--- src/irq_ctrl_map.svh ---
// register offsets, field positions, reset values and vector addresses
`ifndef IRQ_CTRL_MAP_SVH
`define IRQ_CTRL_MAP_SVH

// register offsets on the plain register port
`define REQ_LO_OFS      4'h0
`define REQ_MID_OFS     4'h1
`define REQ_HI_OFS      4'h2
`define ENA_LO_OFS      4'h3
`define ENA_MID_OFS     4'h4
`define ENA_HI_OFS      4'h5
`define PRI_BASE_OFS    4'h6
`define CTRL_OFS        4'hC
`define STATUS_OFS      4'hD
`define VEC_HI_OFS      4'hE
`define VEC_LO_OFS      4'hF

// control register fields
`define CTRL_GIE_BIT    0
`define CTRL_WDT_IE_BIT 1
`define CTRL_RESET      8'h00

`define REQ_RESET       24'h000000
`define ENA_RESET       24'h000000
`define PRI_RESET       48'h000000000000

// vector table
`define VEC_RESET       16'h0002
`define VEC_WDT         16'h0004
`define VEC_TRAP        16'h0006
`define VEC_FIRST_SRC   16'h0008
`define VEC_STEP        16'h0002

`endif

--- src/irq_ctrl_pkg.sv ---
// types shared by the interrupt controller files
package irq_ctrl_pkg;
    typedef logic [1:0]  prio_t;
    typedef logic [15:0] vector_t;

    typedef enum logic [2:0] {
        ST_IDLE  = 3'b001,
        ST_OFFER = 3'b010,
        ST_ACK   = 3'b100
    } deliver_state_e;
endpackage

--- src/irq_ctrl.sv ---
// vectored priority interrupt controller with three programmable levels
// Functional notes
// - twenty four sources, each with own vector
// - vector entries two bytes, high byte even
// - reset entry at 0002h, never a source
// - watchdog 0004h, trap 0006h, peripherals follow
// - eight shared port edges at 0018h-0026h
// - timer3, serial1 rx/tx, DMA at 0028h-002Eh
// - four dual-edge sources lowest, 0030h-0036h
// - global enable set by enable, return, write
// - global enable cleared by disable, ack, traps
// - level three beats two beats one
// - same level: lower vector address wins
// - reset, watchdog, trap beat programmable levels
// - sources pulse for exactly one cycle
// - pulse sets pending bit until cleared
// - acknowledge clears the served pending bit
// - writing zero clears a pending bit
// - writing one raises a software request
// - forward winner only while globally enabled
// - polled mode: pending bits still readable
`timescale 1ns/1ps
`include "irq_ctrl_map.svh"
module irq_ctrl
    import irq_ctrl_pkg::*;
#(
    parameter int NSRC = 24
) (
    input  wire logic            clock,          // system clock
    input  wire logic            rst,            // sync reset, high
    input  wire logic [NSRC-1:0] src_pulse,      // one-cycle requests
    input  wire logic            wdt_event,      // watchdog pulse
    input  wire logic            trap_instr,     // trap instruction
    input  wire logic            illegal_trap,   // illegal opcode trap
    input  wire logic            enable_interrupts_instr,  // enable instr
    input  wire logic            disable_interrupts_instr, // disable instr
    input  wire logic            interrupt_return_instr,   // return instr
    input  wire logic            cpu_ack,        // core takes offer
    output logic                 irq_req,        // request to core
    output logic [15:0]          irq_vector,     // vector address
    output logic [4:0]           irq_source,     // winning source index
    output logic                 irq_exception,  // offer is wdt/trap
    input  wire logic [3:0]      reg_addr,       // register address
    input  wire logic [7:0]      reg_wdata,      // write data
    input  wire logic            reg_wr,         // write strobe
    input  wire logic            reg_rd,         // read strobe
    output logic [7:0]           reg_rdata       // read data, next cycle
);
    initial begin
        if (NSRC != 24) begin
            $error("irq_ctrl: vector table serves exactly 24 sources");
        end
    end

    logic [NSRC-1:0]   pend_reg;
    logic [NSRC-1:0]   ena_reg;
    logic [2*NSRC-1:0] pri_reg;
    logic              global_irq_enable_bit;
    logic              wdt_ie_reg;
    logic              wdt_pend_reg;
    logic              trap_pend_reg;
    deliver_state_e    state_reg;

    // one flat index per source in vector-table order: 0 is timer 2
    // (0008h), 23 is port C0 (0036h)
    logic [NSRC-1:0] sw_wr_mask;
    logic [NSRC-1:0] sw_wr_val;
    logic [NSRC-1:0] ack_clr;

    always_comb begin
        sw_wr_mask = '0;
        sw_wr_val  = '0;
        if (reg_wr && reg_addr == `REQ_LO_OFS) begin
            sw_wr_mask[7:0]  = 8'hFF;
            sw_wr_val[7:0]   = reg_wdata;
        end else if (reg_wr && reg_addr == `REQ_MID_OFS) begin
            sw_wr_mask[15:8] = 8'hFF;
            sw_wr_val[15:8]  = reg_wdata;
        end else if (reg_wr && reg_addr == `REQ_HI_OFS) begin
            sw_wr_mask[23:16] = 8'hFF;
            sw_wr_val[23:16]  = reg_wdata;
        end
    end

    // pending bits: atomic AND/OR from the core arrive as one write here,
    // so a request can only be lost if software writes a stale copy
    always_ff @(posedge clock) begin
        if (rst) begin
            pend_reg <= `REQ_RESET;
        end else begin
            pend_reg <= ((pend_reg & ~sw_wr_mask)
                         | (sw_wr_val & sw_wr_mask))
                        & ~ack_clr
                        | src_pulse;
        end
    end

    always_ff @(posedge clock) begin
        if (rst) begin
            ena_reg <= `ENA_RESET;
        end else if (reg_wr && reg_addr == `ENA_LO_OFS) begin
            ena_reg[7:0] <= reg_wdata;
        end else if (reg_wr && reg_addr == `ENA_MID_OFS) begin
            ena_reg[15:8] <= reg_wdata;
        end else if (reg_wr && reg_addr == `ENA_HI_OFS) begin
            ena_reg[23:16] <= reg_wdata;
        end
    end

    // six priority bytes, four 2-bit fields each
    always_ff @(posedge clock) begin
        if (rst) begin
            pri_reg <= `PRI_RESET;
        end else begin
            for (int b = 0; b < 6; b++) begin
                if (reg_wr && reg_addr == 4'(`PRI_BASE_OFS + b)) begin
                    pri_reg[b*8 +: 8] <= reg_wdata;
                end
            end
        end
    end

    logic offer_taken;
    assign offer_taken = (state_reg == ST_OFFER) && cpu_ack;

    // clears come first so the disabling events dominate
    always_ff @(posedge clock) begin
        if (rst) begin
            global_irq_enable_bit <= 1'b0;
        end else if (disable_interrupts_instr || offer_taken
                     || trap_instr || illegal_trap) begin
            global_irq_enable_bit <= 1'b0;
        end else if (reg_wr && reg_addr == `CTRL_OFS) begin
            global_irq_enable_bit <= reg_wdata[`CTRL_GIE_BIT];
        end else if (enable_interrupts_instr
                     || interrupt_return_instr) begin
            global_irq_enable_bit <= 1'b1;
        end
    end

    always_ff @(posedge clock) begin
        if (rst) begin
            wdt_ie_reg <= 1'b0;
        end else if (reg_wr && reg_addr == `CTRL_OFS) begin
            wdt_ie_reg <= reg_wdata[`CTRL_WDT_IE_BIT];
        end
    end

    logic ack_wdt;
    logic ack_trap;

    // watchdog interrupt latched only when configured to interrupt
    always_ff @(posedge clock) begin
        if (rst) begin
            wdt_pend_reg <= 1'b0;
        end else if (wdt_event && wdt_ie_reg) begin
            wdt_pend_reg <= 1'b1;
        end else if (ack_wdt) begin
            wdt_pend_reg <= 1'b0;
        end
    end

    always_ff @(posedge clock) begin
        if (rst) begin
            trap_pend_reg <= 1'b0;
        end else if (illegal_trap) begin
            trap_pend_reg <= 1'b1;
        end else if (ack_trap) begin
            trap_pend_reg <= 1'b0;
        end
    end

    // per-level candidates; disabled sources latch but never compete
    logic [NSRC-1:0] cand [1:3];
    logic [3:1]      lvl_found;
    logic [4:0]      lvl_index [1:3];

    always_comb begin
        for (int l = 1; l <= 3; l++) begin
            for (int i = 0; i < NSRC; i++) begin
                cand[l][i] = pend_reg[i] && ena_reg[i]
                             && (pri_reg[i*2 +: 2] == 2'(l));
            end
        end
    end

    genvar g;
    generate
        for (g = 1; g <= 3; g++) begin : g_lvl
            prio_level_pick #(
                .N     (NSRC)
            ) u_pick (
                .cand  (cand[g]),
                .found (lvl_found[g]),
                .index (lvl_index[g])
            );
        end
    endgenerate

    logic        win_valid;
    logic        win_exc;
    logic [4:0]  win_index;
    vector_t     win_vector;

    always_comb begin
        win_valid  = 1'b1;
        win_exc    = 1'b1;
        win_index  = 5'h00;
        win_vector = `VEC_FIRST_SRC;
        if (wdt_pend_reg) begin
            win_vector = `VEC_WDT;
        end else if (trap_pend_reg) begin
            win_vector = `VEC_TRAP;
        end else begin
            win_exc = 1'b0;
            if (lvl_found[3]) begin
                win_index = lvl_index[3];
            end else if (lvl_found[2]) begin
                win_index = lvl_index[2];
            end else if (lvl_found[1]) begin
                win_index = lvl_index[1];
            end else begin
                win_valid = 1'b0;
            end
            // 2-byte entries from 0008h; 0002h reset is never offered
            win_vector = `VEC_FIRST_SRC
                         + 16'({win_index, 1'b0});
        end
    end

    // offer is latched so vector stays stable until the core acks
    always_ff @(posedge clock) begin
        if (rst) begin
            state_reg <= ST_IDLE;
        end else begin
            case (state_reg)
                ST_IDLE: begin
                    if (win_valid && global_irq_enable_bit) begin
                        state_reg <= ST_OFFER;
                    end
                end
                ST_OFFER: begin
                    if (cpu_ack) begin
                        state_reg <= ST_ACK;
                    end else if (!global_irq_enable_bit) begin
                        state_reg <= ST_IDLE;
                    end
                end
                ST_ACK: begin
                    state_reg <= ST_IDLE;
                end
                default: begin
                    state_reg <= ST_IDLE;
                end
            endcase
        end
    end

    always_ff @(posedge clock) begin
        if (rst) begin
            irq_vector    <= `VEC_RESET;
            irq_source    <= 5'h00;
            irq_exception <= 1'b0;
        end else if (state_reg == ST_IDLE && win_valid) begin
            // reset entry stays visible until a first winner appears
            irq_vector    <= win_vector;
            irq_source    <= win_index;
            irq_exception <= win_exc;
        end
    end

    assign irq_req  = (state_reg == ST_OFFER);
    assign ack_wdt  = offer_taken && irq_exception
                      && irq_vector == `VEC_WDT;
    assign ack_trap = offer_taken && irq_exception
                      && irq_vector == `VEC_TRAP;

    always_comb begin
        ack_clr = '0;
        if (offer_taken && !irq_exception) begin
            ack_clr[irq_source] = 1'b1;
        end
    end

    // data reads zero without a read strobe; pending bits read in any mode
    always_ff @(posedge clock) begin
        if (rst) begin
            reg_rdata <= 8'h00;
        end else if (!reg_rd) begin
            reg_rdata <= 8'h00;
        end else if (reg_addr == `REQ_LO_OFS) begin
            reg_rdata <= pend_reg[7:0];
        end else if (reg_addr == `REQ_MID_OFS) begin
            reg_rdata <= pend_reg[15:8];
        end else if (reg_addr == `REQ_HI_OFS) begin
            reg_rdata <= pend_reg[23:16];
        end else if (reg_addr == `ENA_LO_OFS) begin
            reg_rdata <= ena_reg[7:0];
        end else if (reg_addr == `ENA_MID_OFS) begin
            reg_rdata <= ena_reg[15:8];
        end else if (reg_addr == `ENA_HI_OFS) begin
            reg_rdata <= ena_reg[23:16];
        end else if (reg_addr >= `PRI_BASE_OFS
                     && reg_addr < `CTRL_OFS) begin
            reg_rdata <= pri_reg[(int'(reg_addr) - 6)*8 +: 8];
        end else if (reg_addr == `CTRL_OFS) begin
            reg_rdata <= {6'h00, wdt_ie_reg, global_irq_enable_bit};
        end else if (reg_addr == `STATUS_OFS) begin
            reg_rdata <= {3'h0, irq_req, trap_pend_reg,
                          wdt_pend_reg, win_valid, 1'b0};
        end else if (reg_addr == `VEC_HI_OFS) begin
            reg_rdata <= irq_vector[15:8];
        end else begin
            reg_rdata <= irq_vector[7:0];
        end
    end

endmodule

--- src/prio_level_pick.sv ---
// lowest-index pending source among those at one priority level
`timescale 1ns/1ps
module prio_level_pick #(
    parameter int N = 24
) (
    input  wire logic [N-1:0]   cand,   // eligible requests at this level
    output logic                found,  // any candidate present
    output logic [4:0]          index   // lowest set index
);
    initial begin
        if (N < 1 || N > 32) begin
            $error("prio_level_pick: N out of range");
        end
    end

    always_comb begin
        found = 1'b0;
        index = 5'h00;
        for (int i = N - 1; i >= 0; i--) begin
            if (cand[i]) begin
                found = 1'b1;
                index = 5'(i);
            end
        end
    end
endmodule
--- config.mk ---
export PLATFORM = sky130hd
export DESIGN_NAME = irq_ctrl
export DESIGN_NICKNAME = d
export VERILOG_FILES = /design/src/irq_ctrl_pkg.sv /design/src/irq_ctrl.sv /design/src/prio_level_pick.sv
export VERILOG_INCLUDE_DIRS = /design/src
export SDC_FILE = /design/constraint.sdc
export NUM_CORES = 1
export LEC_CHECK = 0
export BUFFER_PORTS_ARGS = -buffer_cell sky130_fd_sc_hd__buf_4
export CAP_MARGIN = 20
export CORE_MARGIN = 8
export CORE_UTILIZATION = 30
export DETAILED_ROUTE_END_ITERATION = 8
export HOLD_SLACK_MARGIN = 0.1
export PLACE_DENSITY_LB_ADDON = 0.25
export RECOVER_POWER = 100
export SLEW_MARGIN = 20
export SYNTH_ARGS = -nofsm -noshare
export SYNTH_HDL_FRONTEND = slang
export SYNTH_HIERARCHICAL = 1
export SYNTH_SLANG_ARGS = --single-unit
--- constraint.sdc ---
create_clock -name clock -period 3.3 [get_ports clock]
set_clock_uncertainty 0.2 [all_clocks]
set_input_delay 0.33 -clock clock [delete_from_list [all_inputs] [get_ports clock]]
set_output_delay 0.33 -clock clock [all_outputs]
set_load 0.02 [all_outputs]
==> out/qor.yml, run 1 <==
status:
  status: "finished, final reports clean"
flow_run:
  maxCapViolCount: 0
clock_tree:
  cts_max_level: 4
  clockBufferDepth: 2
  cts_tree: "done"
  root_buffer: "clkbuf_16"
  cts_made_buffers: 17
  path_clk_slew_ns: 0.06
  clkLatencyLatePin_ns: 0.43
  clock-sinks: 123
logic_synthesis:
  synth_area_leader_cell: "dfxtp_1"
  ys_seq_area_frac: 0.313
  synth.avg_cell_area_um2: 7.55
  synth_edf_count: 0
  synth_cells: 1043
  ys_top_cells_by_count: "nor2_1, dfxtp_1, nand2_1, a21oi_1, mux2i_1"
  synthTopCellsByArea: "dfxtp_1, mux2i_1, nor2_1"
  post-synth-top-count-cell: "nor2_1"
  ys.flop_type: "dfxtp_1"
  synth.distinct_cells: 71
  yosys_warnings: 6
  synth-seq-cells: 123
  async_flop_share: 0
  synthesis.area_um2: 7870
  synth_top_area_frac: 0.313
power_and_ir_drop:
  total_power_uw: 4000
  p_leak_uw: 0.00386
  p_comb_frac: 0.133
  vdd_drop_max_uv: 282
  powerDensity_nw_per_um2: 407
  seq_power_share: 0.396
  clkPwrFrac: 0.471
  swShare: 0.286
  power.switching_uw: 1140
  p_int_uw: 2860
routing:
  wl_per_cell_um: 24.1
  viasPerCell: 5.67
  firstDrtPassIters: 6
  drtAntennaViolNets: 0
  drc_errors: 0
  detailroute.via_count: 8622
  routed_wl_mm: 36.6
  drt_iter0_drc: 1049
sta:
  hold_violations: 0
  slew_headroom: 0.140
  finalCritPeriodShare: 0.954
  rsz0062_at_grt: "false"
  clock.fmax_ghz: 0.318
  layout_min_cycle_time_ns: 3.15
  drv_slew: 0
  timing.hold.ws_ns: 0.138
  finalSetupViolCount: 0
  tightest_slew_ns: 1.28
  fin_tns_setup_ns: 0
setup_path:
  crit_path_end_kind: "flop"
  worstSetupStartpoint: "pri_reg[43]$_SDFFE_PP0P_"
  reg2regPathDepth: 10
  critPathArrivalTime_ns: 3.27
  crit_end: "irq_vector[1]$_SDFFE_PP1P_"
  r2r-start: "pri_reg[43]$_SDFFE_PP0P_"
  worstReg2RegEnd: "irq_vector[1]$_SDFFE_PP1P_"
  worst-setup-path-type: "flop to flop"
  start_kind: "flop"
  critPathMaxFanout: 4
  required_ns: 3.43
  r2r_setup_slack_ns: 0.15
placed_design:
  portBuffers: 67
  gp_routability_congestion: 1.05
  place_hpwl_mm: 27.8
grt:
  antenna_found_initial: 1
  grt_pass1_wl_mm: 53.4
  grt-ovfl-total: 0
  grt_max_degree: 48
  grt_pass1_vias: 8051
  grt_use_total: 0.229
worst_hold_path:
  min_path_type: "input port to flop"
die:
  die_x_um: 178
  start_util: 0.304
  fp.dieH_um: 178
  fp-row-count: 59
  die-area_um2: 31700
  ioPinCount: 78
  design.core.area_um2: 25900
cells_and_area:
  diodes: 0
  drive_above_1_share: 0.138
  nets: 1224
  area_delta_synth_final_pct: 24.9
  largest_register_ffs: 48
[worst min-delay path by stage]
stage | start | end | slack (ns) | cells after the start
2_1_floorplan | wdt_ie_reg$_SDFFE_PP0P_ | wdt_pend_reg$_SDFFE_PP0P_ | 0.24 | 2
3_3_place_gp | irq_vector[6]$_SDFFE_PP0P_ | irq_vector[6]$_SDFFE_PP0P_ | 0.27 | 2
3_5_place_dp | irq_vector[6]$_SDFFE_PP0P_ | irq_vector[6]$_SDFFE_PP0P_ | 0.27 | 2
4_1_cts | reg_wdata[0] | pri_reg[24]$_SDFFE_PP0P_ | 0.12 | 3
5_1_grt | reg_wdata[0] | pri_reg[24]$_SDFFE_PP0P_ | 0.13 | 3
6_report | reg_wdata[0] | pri_reg[24]$_SDFFE_PP0P_ | 0.14 | 3
[layer usage]
metal	vias up	part of all wire	track usage	routed length, µm
met4	2	0.032	0.0865	1190
met2	497	0.45	0.354	16400
met3	64	0.095	0.0377	3490
li1	3951	-	-	-
met5	-	0.00035	0	13
met1	4108	0.43	0.315	15600
[power by group through the flow]
stage                     logic [µW]  clock network (µW)  registers (µW)
after floorplan                  275                   0            1600
after global placement           485                   0            1610
after detailed placement         483                   0            1610
after CTS                        533                1910            1580
after global routing             560                1950            1590
final                            532                1880            1580
[per-stage QoR]
stage	cell area [µm²]	setup slack [ns]	std cells	util
2_1_floorplan	7910	0.476	1052	-
3_3_place_gp	8890	0.0529	1440	0.343
3_5_place_dp	8900	0.0913	1440	0.343
4_1_cts	9970	0.0569	1521	0.385
5_1_grt	9840	0.0396	1521	0.380
6_report	9840	0.153	1521	0.380
[area by class of cell]
class	instances	area (µm²)
flip-flops and latches	123	2460
fillers	2723	16100
well taps	335	419
repair buffers	169	1300
multi-input cells	810	4880
clock buffers	19	433
clock inverters	13	145
inverters	52	195
[critical path, stage by stage (launching register included)]
cell and delay (ns):
dfxtp_1 0.43, nand3_1 0.22, nor2_1 0.42, nor2_1 0.08, a221oi_1 0.39, o211ai_1 0.17
o211ai_1 0.30, a22oi_1 0.14, o21ai_1 0.39, nor2_1 0.09, o31ai_1 0.22
[cells in the final DEF (no fill, tap or decap), types with 41 or more instances in the layout]
cell	count
a21oi_1	77
mux2i_1	67
dfxtp_1	123
buf_4	89
dlygate4sd3_1	49
nand2_1	98
nand3_1	45
o21ai_0	45
nor2_1	180
nor3_1	41
inv_1	52
[logic make-up after synthesis]
kind of cell / Yosys count / synth area share
AND/OR/NAND/NOR: 467 / 0.288
AO/OA/AOI/OAI: 239 / 0.198
flip-flops: 123 / 0.313
buffers and inverters: 119 / 0.0691
multiplexers: 88 / 0.124
adder cells (fa/ha/maj): 4 / 0.00636
XOR/XNOR: 2 / 0.00223
other: 1 / 0.000476
[what timing repair did]
action / CTS / global route
resized for setup: 0 / 7
setup buffers: 0 / 0
hold endpoints to repair: 43 / 0
hold buffers: 49 / 0
setup endpoints to repair: 0 / 4
Power figures use the tool's default switching activity.
==> run 2: changes to the inputs <==
--- a/config.mk
+++ b/config.mk
@@ -8,9 +8,10 @@
 export LEC_CHECK = 0
 export BUFFER_PORTS_ARGS = -buffer_cell sky130_fd_sc_hd__buf_4
 export CAP_MARGIN = 20
-export CORE_MARGIN = 8
-export CORE_UTILIZATION = 30
+export CORE_MARGIN = 5
+export CORE_UTILIZATION = 40
 export DETAILED_ROUTE_END_ITERATION = 8
+export GPL_TIMING_DRIVEN = 0
 export HOLD_SLACK_MARGIN = 0.1
 export PLACE_DENSITY_LB_ADDON = 0.25
 export RECOVER_POWER = 100
==> out/qor.yml, run 2 (synthesized netlist as in run 1, its figures left out) <==
status:
  status: "finished, final reports clean"  # unchanged
worst_hold_path:
  min_to: "pend_reg[14]$_SDFF_PP0_"  # was pri_reg[24]$_SDFFE_PP0P_
  min_path_type: "input port to flop"  # unchanged
  holdPathStages: 4  # was 3
  hp-start: "reg_wdata[6]"  # was reg_wdata[0]
sta:
  tightest_slew_ns: 1.18  # was 1.28 ns
  slew_headroom: 0.210  # was 0.140
  rsz0062_at_grt: "false"  # unchanged
  setup_ws_ns: 0.0689  # was 0.153 ns
  clock.fmax_ghz: 0.309  # was 0.318 GHz
  finalCritPeriodShare: 0.979  # was 0.954
  finalSetupViolCount: 0  # unchanged
  timing.hold.ws_ns: 0.120  # was 0.138 ns
  hold_violations: 0  # unchanged
  fin_tns_setup_ns: 0  # unchanged
  drv_slew: 0  # unchanged
  layout_min_cycle_time_ns: 3.23  # was 3.15 ns
cells_and_area:
  final_cell_mix: "nor2_1, dfxtp_1, nand2_1"  # unchanged
  area_delta_synth_final_pct: 24.3  # was 24.9%
  largest_register_ffs: 48  # unchanged
  layout_commonest_cell: "nor2_1"  # unchanged
  num-fill-cells: 1923  # was 2723
  nets: 1234  # was 1224
  drive_above_1_share: 0.136  # was 0.138
  fin_area_um2: 9790  # was 9840 µm²
  fin_cells: 1461  # was 1521
die:
  start_util: 0.406  # was 0.304
  fp-row-count: 51  # was 59
  die-area_um2: 22600  # was 31700 µm²
  fp.dieH_um: 150  # was 178 µm
  design.core.area_um2: 19400  # was 25900 µm²
  die_x_um: 150  # was 178 µm
  ioPinCount: 78  # unchanged
routing:
  drt_iter0_drc: 1178  # was 1049
  routed_wl_mm: 35.1  # was 36.6 mm
  drc_errors: 0  # unchanged
  detailroute.via_count: 8713  # was 8622
  drtAntennaViolNets: 0  # unchanged
  firstDrtPassIters: 7  # was 6
  wl_per_cell_um: 24.0  # was 24.1 µm
  viasPerCell: 5.96  # was 5.67
setup_path:
  critPathMaxFanout: 9  # was 4
  required_ns: 3.39  # was 3.43 ns
  critPathArrivalTime_ns: 3.32  # was 3.27 ns
  crit_path_end_kind: "flop"  # unchanged
  r2r_setup_slack_ns: 0.07  # was 0.15 ns
  worstReg2RegEnd: "irq_vector[5]$_SDFFE_PP0P_"  # was irq_vector[1]$_SDFFE_PP1P_
  worst-setup-path-type: "flop to flop"  # unchanged
  reg2regPathDepth: 14  # was 10
  start_kind: "flop"  # unchanged
  r2r-start: "pri_reg[32]$_SDFFE_PP0P_"  # was pri_reg[43]$_SDFFE_PP0P_
power_and_ir_drop:
  p_int_uw: 2890  # was 2860 µW
  p_leak_uw: 0.00382  # was 0.00386 µW
  seq_power_share: 0.398  # was 0.396
  clkPwrFrac: 0.475  # was 0.471
  p_comb_frac: 0.127  # was 0.133
  vdd_drop_max_uv: 384  # was 282 µV
  power.switching_uw: 1140  # about the same
  powerDensity_nw_per_um2: 412  # was 407 nW/µm²
  swShare: 0.282  # was 0.286
clock_tree:
  cts_max_level: 4  # unchanged
  clock-sinks: 123  # unchanged
  cts_made_buffers: 17  # unchanged
  path_clk_slew_ns: 0.06  # about the same
  cts_tree: "done"  # unchanged
  clockBufferDepth: 2  # unchanged
  root_buffer: "clkbuf_16"  # unchanged
  clkLatencyLatePin_ns: 0.43  # about the same
grt:
  grt-ovfl-total: 0  # unchanged
  antenna_found_initial: 1  # unchanged
  grt_pass1_wl_mm: 51.1  # was 53.4 mm
  grt_max_degree: 17  # was 48
  grt_pass1_vias: 7895  # was 8051
  grt_use_total: 0.308  # was 0.229
placed_design:
  gp_routability_congestion: 1.02  # was 1.05
  place_hpwl_mm: 26.6  # was 27.8 mm
  portBuffers: 64  # was 67
  place_ws_ns: -0.592  # was 0.0913 ns
  dp_cells: 1381  # was 1440
  dpl_cell_area_um2: 8720  # was 8900 µm²
flow_run:
  maxCapViolCount: 0  # unchanged
==> run 2: changes by cell type in the layout (fill, tap and decap cells not counted), moves of 4 or more <==
| cell | delta |
|---|---|
| dlygate4sd3_1 | -6 |
| clkbuf_1 | +31 |
| buf_4 | -32 |
| nor3_1 | -4 |
| buf_2 | +8 |
==> run 2: final cells by class <==
cell class | count | area, µm² | share of cell area
multi-input combinational | 810 | 4990 | 0.510
sequential | 123 | 2470 | 0.252
timing repair buffer | 112 | 873 | 0.0892
clock buffer | 19 | 453 | 0.0463
buffer | 67 | 332 | 0.0339
tap | 265 | 332 | 0.0339
inverter | 52 | 195 | 0.0199
clock inverter | 12 | 141 | 0.0144
antenna | 1 | 2.50 | 0.000256
==> run 2: routing by layer <==
metal  vias to the layer above  wire length [µm]  track usage
li1                       3964                 -            -
met1                      4146             14700        0.424
met2                       535             15800        0.481
met3                        68              3600       0.0620
met4                         0              1080        0.108
met5                         -                 0            0
==> run 2: worst max path at each step <==
stage,start,to,slack (ns),cells after the start
3_5_place_dp,ena_reg[16]$_SDFFE_PP0P_,irq_source[4]$_SDFFE_PP0P_,-0.59,12
4_1_cts,ena_reg[16]$_SDFFE_PP0P_,irq_vector[4]$_SDFFE_PP0P_,0.01,12
6_report,pri_reg[32]$_SDFFE_PP0P_,irq_vector[5]$_SDFFE_PP0P_,0.07,14
5_1_grt,pend_reg[10]$_SDFF_PP0_,irq_vector[5]$_SDFFE_PP0P_,0.004,15
2_1_floorplan,pend_reg[16]$_SDFF_PP0_,irq_vector[4]$_SDFFE_PP0P_,0.48,12
3_3_place_gp,ena_reg[16]$_SDFFE_PP0P_,irq_vector[5]$_SDFFE_PP0P_,-0.57,13
==> run 2: repair_timing <==
action                     4_1_cts  5_1_grt
hold endpoints to repair        29        0
setup endpoints to repair       15       11
hold buffers                    43        0
setup buffers                    3        2
pin swaps                        2        3
resized for setup               14       19
==> run 2: power by group through the flow <==
| stage | sequential, µW | clock (µW) | combinational (µW) |
|---|---|---|---|
| global route | 1600 | 1980 | 540 |
| floorplan | 1600 | 0 | 275 |
| CTS | 1600 | 1920 | 501 |
| global placement | 1630 | 0 | 455 |
| finish | 1600 | 1920 | 513 |
| detailed placement | 1630 | 0 | 454 |
==> run 2: critical path, cell delays in order (launching register included) <==
cell,delay [ns]
dfxtp_1,0.38
nand3_1,0.10
nor2_1,0.09
or4_4,0.58
nor4b_4,0.35
nand2_2,0.14
nor3_4,0.20
buf_6,0.15
a211o_1,0.12
clkbuf_4,0.19
nor3_4,0.05
buf_4,0.18
buf_4,0.14
a22oi_1,0.15
nor2_1,0.05
==> run 2: through the flow <==
| step | total power, µW | util |
|---|---|---|
| floorplan | 1870 | - |
| CTS | 4010 | 0.506 |
| detailed placement | 2080 | 0.449 |
| global route | 4120 | 0.504 |
| global placement | 2080 | 0.449 |
| finish | 4030 | 0.504 |
